<file path="config.mk">
export PLATFORM = sky130hd
export DESIGN_NAME = ppcb_bank
export DESIGN_NICKNAME = d
export VERILOG_FILES = /design/src/core/ppcb_pkg.sv /design/src/core/ppcb_bank.sv /design/src/core/ppcb_cfg_reg.sv
export SDC_FILE = /design/constraint.sdc
export NUM_CORES = 1
export LEC_CHECK = 0
export CAP_MARGIN = 5
export CORE_AREA = 2 2 316 318
export CTS_CLUSTER_SIZE = 28
export DETAILED_ROUTE_END_ITERATION = 10
export DIE_AREA = 0 0 318 320
export DONT_BUFFER_PORTS = 1
export GPL_TIMING_DRIVEN = 1
export SLEW_MARGIN = 30
export SYNTH_ARGS = -nofsm -noshare
export SYNTH_HDL_FRONTEND = slang
export SYNTH_SLANG_ARGS = --single-unit
</file>
<file path="constraint.sdc">
create_clock -name clk -period 1.4 [get_ports clk]
set_input_delay 0.07 -clock clk [delete_from_list [all_inputs] [get_ports clk]]
set_output_delay 0.07 -clock clk [all_outputs]
set_load 0.05 [all_outputs]
</file>
<file path="src/core/ppcb_pkg.sv">
// Package with register map, field widths and reset values of the pin configuration bank.
//
// Functional notes
// - Two-bit selector: 00 GPIO, else alternate.
// - Mode low/high pack two bits per pin.
// - Port 2 mode high uses bits 23:0.
// - Port 3 mode bits 19:0, reset 0x55400.
// - Pull-up bit per pin, port 1 resets zero.
// - Port 2 pull-up uses bits 27:0.
// - Port 1 open-drain bit per pin, reset zero.
// - Open-drain pins drive low only, release high.
// - Port 0 open-drain 32 bits, reset zero.
// - Port 2 open-drain bits 27:0, reset zero.
// - Port 3 pull-up resets to 0x3A0.
// - Sixteen-byte group per port, fixed offsets.
package ppcb_pkg;
  localparam int unsigned ppcb_addr_w = 8;
  localparam int unsigned ppcb_data_w = 32;
  // Register byte offsets.
  localparam logic [7:0] ppcb_p0_od_off = 8'h0C;
  localparam logic [7:0] ppcb_p1_ml_off = 8'h10;
  localparam logic [7:0] ppcb_p1_mh_off = 8'h14;
  localparam logic [7:0] ppcb_p1_pu_off = 8'h18;
  localparam logic [7:0] ppcb_p1_od_off = 8'h1C;
  localparam logic [7:0] ppcb_p2_ml_off = 8'h20;
  localparam logic [7:0] ppcb_p2_mh_off = 8'h24;
  localparam logic [7:0] ppcb_p2_pu_off = 8'h28;
  localparam logic [7:0] ppcb_p2_od_off = 8'h2C;
  localparam logic [7:0] ppcb_p3_ml_off = 8'h30;
  localparam logic [7:0] ppcb_p3_pu_off = 8'h38;
  // Writable bit masks; zero bits are reserved.
  localparam logic [31:0] ppcb_full_mask = 32'hFFFFFFFF;
  localparam logic [31:0] ppcb_p2_mh_mask = 32'h00FFFFFF;
  localparam logic [31:0] ppcb_p2_pin_mask = 32'h0FFFFFFF;
  localparam logic [31:0] ppcb_p3_ml_mask = 32'h000FFFFF;
  localparam logic [31:0] ppcb_p3_pu_mask = 32'h000003FF;
  // Reset values.
  localparam logic [31:0] ppcb_zero_rst = 32'h00000000;
  localparam logic [31:0] ppcb_p3_ml_rst = 32'h00055400;
  localparam logic [31:0] ppcb_p3_pu_rst = 32'h000003A0;
  // Function selector codes.
  typedef enum logic [1:0] {
    ppcb_fn_gpio = 2'h0,
    ppcb_fn_alt1 = 2'h1,
    ppcb_fn_alt2 = 2'h2,
    ppcb_fn_alt3 = 2'h3
  } ppcb_fsel_t;
  localparam int unsigned ppcb_pins = 32;
endpackage : ppcb_pkg

</file>
<file path="src/core/ppcb_bank.sv">
// Pin configuration bank: register file and per-pin pad controls for ports 0 to 3.
//
// The implementer's own choice: strobed register access.
`timescale 1ns/100ps
module ppcb_bank
  import ppcb_pkg::*;
(
  // Clock and reset.
  input wire logic clk,
  input wire logic rst_n,
  // Register port.
  input wire logic [ppcb_pkg::ppcb_addr_w-1:0] addr,
  input wire logic [ppcb_pkg::ppcb_data_w-1:0] wdata,
  input wire logic wr,
  input wire logic rd,
  output logic [ppcb_pkg::ppcb_data_w-1:0] rdata,
  // Port 1 controls toward the routing and pads.
  output logic [63:0] port1_pin_function_select,
  output logic [31:0] port1_pin_pullup_on,
  output logic [31:0] port1_pin_opendrain_on,
  // Port 2 controls.
  output logic [55:0] port2_pin_function_select,
  output logic [27:0] port2_pin_pullup_on,
  output logic [27:0] port2_pin_opendrain_on,
  // Port 3 controls.
  output logic [19:0] port3_pin_function_select,
  output logic [9:0] port3_pin_pullup_on,
  // Port 0 open-drain control.
  output logic [31:0] port0_pin_opendrain_on,
  // Pad drive from the selected function, ports 0 to 2 (96 pins, port 0 low).
  input wire logic [95:0] pad_out_data,
  input wire logic [95:0] pad_out_enable,
  output logic [95:0] pad_drive_value,
  output logic [95:0] pad_drive_enable,
  // Per-pin alternate function flag for ports 1 and 2 (port 1 low).
  output logic [59:0] pin_alt_selected
);
  import ppcb_pkg::*;

  // Register values in a fixed order.
  logic [31:0] p0_od;
  logic [31:0] p1_ml;
  logic [31:0] p1_mh;
  logic [31:0] p1_pu;
  logic [31:0] p1_od;
  logic [31:0] p2_ml;
  logic [31:0] p2_mh;
  logic [31:0] p2_pu;
  logic [31:0] p2_od;
  logic [31:0] p3_ml;
  logic [31:0] p3_pu;

  // Address decode, one strobe per register.
  wire hit_p0_od = (addr == ppcb_p0_od_off);
  wire hit_p1_ml = (addr == ppcb_p1_ml_off);
  wire hit_p1_mh = (addr == ppcb_p1_mh_off);
  wire hit_p1_pu = (addr == ppcb_p1_pu_off);
  wire hit_p1_od = (addr == ppcb_p1_od_off);
  wire hit_p2_ml = (addr == ppcb_p2_ml_off);
  wire hit_p2_mh = (addr == ppcb_p2_mh_off);
  wire hit_p2_pu = (addr == ppcb_p2_pu_off);
  wire hit_p2_od = (addr == ppcb_p2_od_off);
  wire hit_p3_ml = (addr == ppcb_p3_ml_off);
  wire hit_p3_pu = (addr == ppcb_p3_pu_off);

  // Port 0 open-drain register.
  ppcb_cfg_reg #(.RESET_VALUE(ppcb_zero_rst), .WRITE_MASK(ppcb_full_mask)) u_p0_od (
    .clk(clk), .rst_n(rst_n), .wr_en(wr && hit_p0_od), .wr_data(wdata), .value(p0_od));

  // Port 1 registers, all 32 bits writable.
  ppcb_cfg_reg #(.RESET_VALUE(ppcb_zero_rst), .WRITE_MASK(ppcb_full_mask)) u_p1_ml (
    .clk(clk), .rst_n(rst_n), .wr_en(wr && hit_p1_ml), .wr_data(wdata), .value(p1_ml));
  ppcb_cfg_reg #(.RESET_VALUE(ppcb_zero_rst), .WRITE_MASK(ppcb_full_mask)) u_p1_mh (
    .clk(clk), .rst_n(rst_n), .wr_en(wr && hit_p1_mh), .wr_data(wdata), .value(p1_mh));
  ppcb_cfg_reg #(.RESET_VALUE(ppcb_zero_rst), .WRITE_MASK(ppcb_full_mask)) u_p1_pu (
    .clk(clk), .rst_n(rst_n), .wr_en(wr && hit_p1_pu), .wr_data(wdata), .value(p1_pu));
  ppcb_cfg_reg #(.RESET_VALUE(ppcb_zero_rst), .WRITE_MASK(ppcb_full_mask)) u_p1_od (
    .clk(clk), .rst_n(rst_n), .wr_en(wr && hit_p1_od), .wr_data(wdata), .value(p1_od));

  // Port 2 registers, upper pins reserved.
  ppcb_cfg_reg #(.RESET_VALUE(ppcb_zero_rst), .WRITE_MASK(ppcb_full_mask)) u_p2_ml (
    .clk(clk), .rst_n(rst_n), .wr_en(wr && hit_p2_ml), .wr_data(wdata), .value(p2_ml));
  ppcb_cfg_reg #(.RESET_VALUE(ppcb_zero_rst), .WRITE_MASK(ppcb_p2_mh_mask)) u_p2_mh (
    .clk(clk), .rst_n(rst_n), .wr_en(wr && hit_p2_mh), .wr_data(wdata), .value(p2_mh));
  ppcb_cfg_reg #(.RESET_VALUE(ppcb_zero_rst), .WRITE_MASK(ppcb_p2_pin_mask)) u_p2_pu (
    .clk(clk), .rst_n(rst_n), .wr_en(wr && hit_p2_pu), .wr_data(wdata), .value(p2_pu));
  ppcb_cfg_reg #(.RESET_VALUE(ppcb_zero_rst), .WRITE_MASK(ppcb_p2_pin_mask)) u_p2_od (
    .clk(clk), .rst_n(rst_n), .wr_en(wr && hit_p2_od), .wr_data(wdata), .value(p2_od));

  // Port 3 registers with debug-friendly reset values.
  ppcb_cfg_reg #(.RESET_VALUE(ppcb_p3_ml_rst), .WRITE_MASK(ppcb_p3_ml_mask)) u_p3_ml (
    .clk(clk), .rst_n(rst_n), .wr_en(wr && hit_p3_ml), .wr_data(wdata), .value(p3_ml));
  ppcb_cfg_reg #(.RESET_VALUE(ppcb_p3_pu_rst), .WRITE_MASK(ppcb_p3_pu_mask)) u_p3_pu (
    .clk(clk), .rst_n(rst_n), .wr_en(wr && hit_p3_pu), .wr_data(wdata), .value(p3_pu));

  // Read multiplexer; unmapped offsets return zero.
  logic [31:0] read_sel;
  assign read_sel = hit_p0_od ? p0_od :
                    hit_p1_ml ? p1_ml :
                    hit_p1_mh ? p1_mh :
                    hit_p1_pu ? p1_pu :
                    hit_p1_od ? p1_od :
                    hit_p2_ml ? p2_ml :
                    hit_p2_mh ? p2_mh :
                    hit_p2_pu ? p2_pu :
                    hit_p2_od ? p2_od :
                    hit_p3_ml ? p3_ml :
                    hit_p3_pu ? p3_pu : ppcb_zero_rst;

  // Read data stand only in the cycle after the read strobe.
  always_ff @(posedge clk or negedge rst_n) begin
    if (!rst_n) begin
      rdata <= ppcb_zero_rst;
    end else if (rd) begin
      rdata <= read_sel;
    end else begin
      rdata <= ppcb_zero_rst;
    end
  end

  // Control fields toward the routing and pads.
  assign port1_pin_function_select = {p1_mh, p1_ml};
  assign port2_pin_function_select = {p2_mh[23:0], p2_ml};
  assign port3_pin_function_select = p3_ml[19:0];
  assign port1_pin_pullup_on = p1_pu;
  assign port2_pin_pullup_on = p2_pu[27:0];
  assign port3_pin_pullup_on = p3_pu[9:0];
  assign port0_pin_opendrain_on = p0_od;
  assign port1_pin_opendrain_on = p1_od;
  assign port2_pin_opendrain_on = p2_od[27:0];

  // Open-drain flags for all 96 pads; port 2 top pins never open-drain.
  logic [95:0] od_all;
  assign od_all = {4'h0, p2_od[27:0], p1_od, p0_od};

  // Per-pin pad drive; open-drain pins only pull low and release otherwise.
  genvar gi;
  generate
    for (gi = 0; gi < 96; gi++) begin : g_pad
      assign pad_drive_value[gi] = od_all[gi] ? 1'b0 : pad_out_data[gi];
      assign pad_drive_enable[gi] = pad_out_enable[gi] &
                                    (~od_all[gi] | ~pad_out_data[gi]);
    end
    // Alternate function flag from the two-bit selector.
    for (gi = 0; gi < 60; gi++) begin : g_alt
      if (gi < 32) begin : g_p1
        assign pin_alt_selected[gi] =
          (port1_pin_function_select[2*gi +: 2] != ppcb_fn_gpio);
      end else begin : g_p2
        assign pin_alt_selected[gi] =
          (port2_pin_function_select[2*(gi-32) +: 2] != ppcb_fn_gpio);
      end
    end
  endgenerate
endmodule : ppcb_bank

</file>
<file path="src/core/ppcb_cfg_reg.sv">
// One masked configuration register with reset value and write strobe.
`timescale 1ns/100ps
module ppcb_cfg_reg #(
  parameter logic [31:0] RESET_VALUE = 32'h00000000,
  parameter logic [31:0] WRITE_MASK = 32'hFFFFFFFF
) (
  // Clock and reset.
  input wire logic clk,
  input wire logic rst_n,
  // Write side.
  input wire logic wr_en,
  input wire logic [31:0] wr_data,
  // Stored value.
  output logic [31:0] value
);
  // A reset value with reserved bits set could never be written back, so it is refused.
  if ((RESET_VALUE & ~WRITE_MASK) != 32'h00000000) begin : g_bad_reset
    $error("reset value sets reserved bits");
  end

  // Register updates only on its own strobe.
  always_ff @(posedge clk or negedge rst_n) begin
    if (!rst_n) begin
      value <= RESET_VALUE;
    end else if (wr_en) begin
      value <= wr_data & WRITE_MASK;
    end
  end
endmodule : ppcb_cfg_reg

</file>
==> metrics <==
Critical R2R Launch=u_p2_mh.value[4]; Post-synth top flop=dfrtp_1; worst clock skew=0.0188 ns; sequential share of the synthesized area=48.2%; GPL Wtd Cong=0.901; Post-Route WL=101,000 µm; number of remaining DRC errors=0; Peak Freq=roughly 610 MHz; worst-path maximum fanout=4; antenna violation net count after detailed routing=0; clk slew on worst S/H paths=0.06 ns; die extent in y=320 µm; outcome=finished, violations left; non-filler cells, final=3,562; initial core utilization=17.7%; Final Cycle Share=116%; core area=between 0.09 and 0.1 mm²; post-synth cell types=57; num ports=822; Post-Synthesis Cells=1,457; largest net degree at the start of global routing=between 300 and 400; vias in the first global route=around 17k; Syn Nets=1,693; Critical Path Source=u_p2_ml.value[27]; async set-reset flop share out of synthesis=100%; post-synthesis mux area share=24.0%; Slew Viols, Final=0; Worst EP arrival=about 1.6 ns; RSZ-0062 raised after global routing=true; Num CTS Buffers=44; first-pass GRT wire length=136,000 µm; dpl cells=3,259; register bit total from synthesis=334; R2R depth=7; per-cell routed wire length=28.3 µm; final worst slack=-0.230 ns; failing checks=negative hold slack, negative setup slack; die span in x=318 µm; area delta synth->final=76.6%; R2R Path End=rdata[4]; H-tree level count=2; Hold Path Class=input pin to async pin; DR vias/cell=4.58; top cell type's share of synthesized area=46.8%; final hold violation count=334; crit path to=pin_alt_selected[45]; Overflow after GRT=0; Post-Synth Adder-Cell Area=0%; largest area contributor in the netlist=dfrtp_1; synth warn=0; Critical Path Start Type=register; Port-buffer cells=0; GRT Total Usage=18.9%; Critical Path Sink Type=output port; Tot Pwr=slightly above 0.03 W; crit path time final=1.63 ns; layout cells sized above 1=71.7%; combinational family with the most area after synthesis=multiplexers; number of synthesized flops with an enable pin=0; TritonCTS clock tree=yes; initial antenna violation count=9; Leakage=roughly 15 nW; CTS sink cnt=about 330; Worst Hold Slack=-0.757 ns; DR vias=16.3k; Synth Area per Inst=11.9 µm²; Initial DRC Count=944; clock latency on the worst-skew pair=0.59 ns; clock root cell=clkbuf_16; FP Rows=115; Syn Std Cell Area=approximately 0.017 mm²; die footprint=0.102 mm²; clk buf depth=3; VDD IR max=0.766 mV; Final #Nets=between 2k and 2.5k; Max-Slew Margin vs Limit=18.7%; Post-DP HPWL=72,900 µm; Post-Synth Simple-Gate Area=10.6%; pwr/cell area=990 mW/mm²; first drt pass iteration count=5; Max-Cap Viols=0; Required @ worst endpoint=1.33 ns; Final Setup Violations=approximately 220; crit path kind=register to output port; worst-margin pin slew=1.22 ns; XOR/XNOR Fraction of Synth Area=0.0504%; R2R Setup Slk=-0.04 ns; top post-synthesis cells by area=dfrtp_1 47%, mux2_2 16%, mux2_4 4.3%; Compound-Gate Fraction of Synth Area=13.7%
==> registers in the layout (all words and copies together) (netlist names) <==
| register | cells |
|---|---|
| rdata | 32 |
| u_p0_od.value | 32 |
| u_p1_mh.value | 32 |
| u_p1_ml.value | 32 |
| u_p1_od.value | 32 |
| u_p1_pu.value | 32 |
| u_p2_ml.value | 32 |
| u_p2_od.value | 28 |
| u_p2_pu.value | 28 |
| u_p2_mh.value | 24 |
| u_p3_ml.value | 20 |
| u_p3_pu.value | 10 |
==> power breakdown <==
part / internal, W / switching [W]
clock network: 0.00690 / 0.00485
registers: 0.0101 / 0.000485
logic: 0.00307 / 0.00497
total: 0.0201 / 0.0103
==> Yosys cell counts, drive strengths merged (16+ instances only) <==
cell type	n
clkbuf	35
a21oi	66
o21ai	47
a221oi	37
nor2	28
mux2i	21
o2bb2ai	16
dfrtp	325
buf	75
mux2	335
nand2	63
or2	62
a21boi	92
nor2b	103
==> placed cells by master (no fill, tap or decap), drive strengths merged, types with 4 or more instances in the layout <==
cell type / netlist / layout
buf: 75 / 800
o22ai: 15 / 15
nand2: 63 / 63
mux2: 335 / 335
dlygate4sd3: 0 / 41
nand3: 12 / 12
clkbuf: 35 / 63
a221oi: 37 / 37
o221ai: 12 / 12
nor2: 28 / 28
a31o: 10 / 10
o2bb2ai: 16 / 16
dfstp: 9 / 9
a21o: 4 / 4
and3: 4 / 4
a21oi: 66 / 66
a22oi: 11 / 11
inv: 2 / 7
and2: 14 / 14
nand4: 4 / 4
a21boi: 92 / 92
clkinv: 0 / 7
diode: 0 / 6
a2bb2oi: 10 / 10
dfrtp: 325 / 325
or4b: 4 / 4
mux2i: 21 / 21
nor3: 6 / 6
nor2b: 103 / 103
o21ai: 47 / 47
or2: 62 / 62
a22o: 8 / 8
nand2b: 4 / 4
==> critical path, cell delays in order (launching register included) <==
cell     delay, ns
dfrtp_1       0.40
buf_12        0.17
or2_4         0.26
buf_12        0.15
==> cell type report <==
class,instances,area (µm²)
Fill cell,9772,67300
Multi-Input combinational cell,1011,10300
Timing Repair Buffer,842,8850
Sequential cell,334,8470
Tap cell,1287,1610
Clock buffer,63,1260
Clock inverter,17,220
Antenna cell,6,15.0
Inverter,2,7.51
==> logic make-up (layout without fill, tap and decap cells) <==
family | after synthesis | count (layout)
simple gates | 315 | 315
compound gates | 339 | 339
mux | 356 | 356
other cells | 0 | 6
flops | 334 | 334
xor+xnor | 1 | 1
buf+inv | 112 | 924
==> worst min-delay path by stage <==
stage	from	end	slack, ns	cells past startpoint
5_1_grt	rst_n	u_p1_mh.value[31]	-0.81	0
3_3_place_gp	rst_n	u_p1_mh.value[29]	-0.19	0
3_5_place_dp	rst_n	u_p1_mh.value[29]	-0.19	0
6_report	rst_n	u_p1_mh.value[31]	-0.76	0
4_1_cts	rst_n	u_p1_mh.value[29]	-0.82	0
2_1_floorplan	rst_n	rdata[0]	-0.23	0
==> metal layers <==
metal  up-vias  track usage [%]  wire, µm
met2       814             32.4     49600
met3       149             4.91      7690
li1       6912                -         -
met1      8431             23.1     40200
met4         0             5.75      3190
met5         -                0         0
==> timing repair <==
item	CTS	global route
endpoints found under the hold margin	668	336
cloned	0	0
gates resized for setup	694	184
pin swaps	96	100
setup buffers	138	51
endpoints found under the setup margin	327	459
hold buffers	45	1
==> per-stage QoR <==
stage                     setup TNS, ns  cell area, µm²  setup slack (ns)  hold slack, ns  util (%)
after floorplan                  -45.79           17900            -0.278          -0.226         -
after global routing             -36.99           30700            -0.298          -0.806      31.3
after CTS                        -38.14           29600            -0.274          -0.824      30.2
final                            -20.63           30700            -0.230          -0.757      31.3
after detailed placement         -56.74           24200            -0.430          -0.187      24.7
after global placement           -52.67           24200            -0.405          -0.186      24.7
Power figures use the tool's default switching activity.
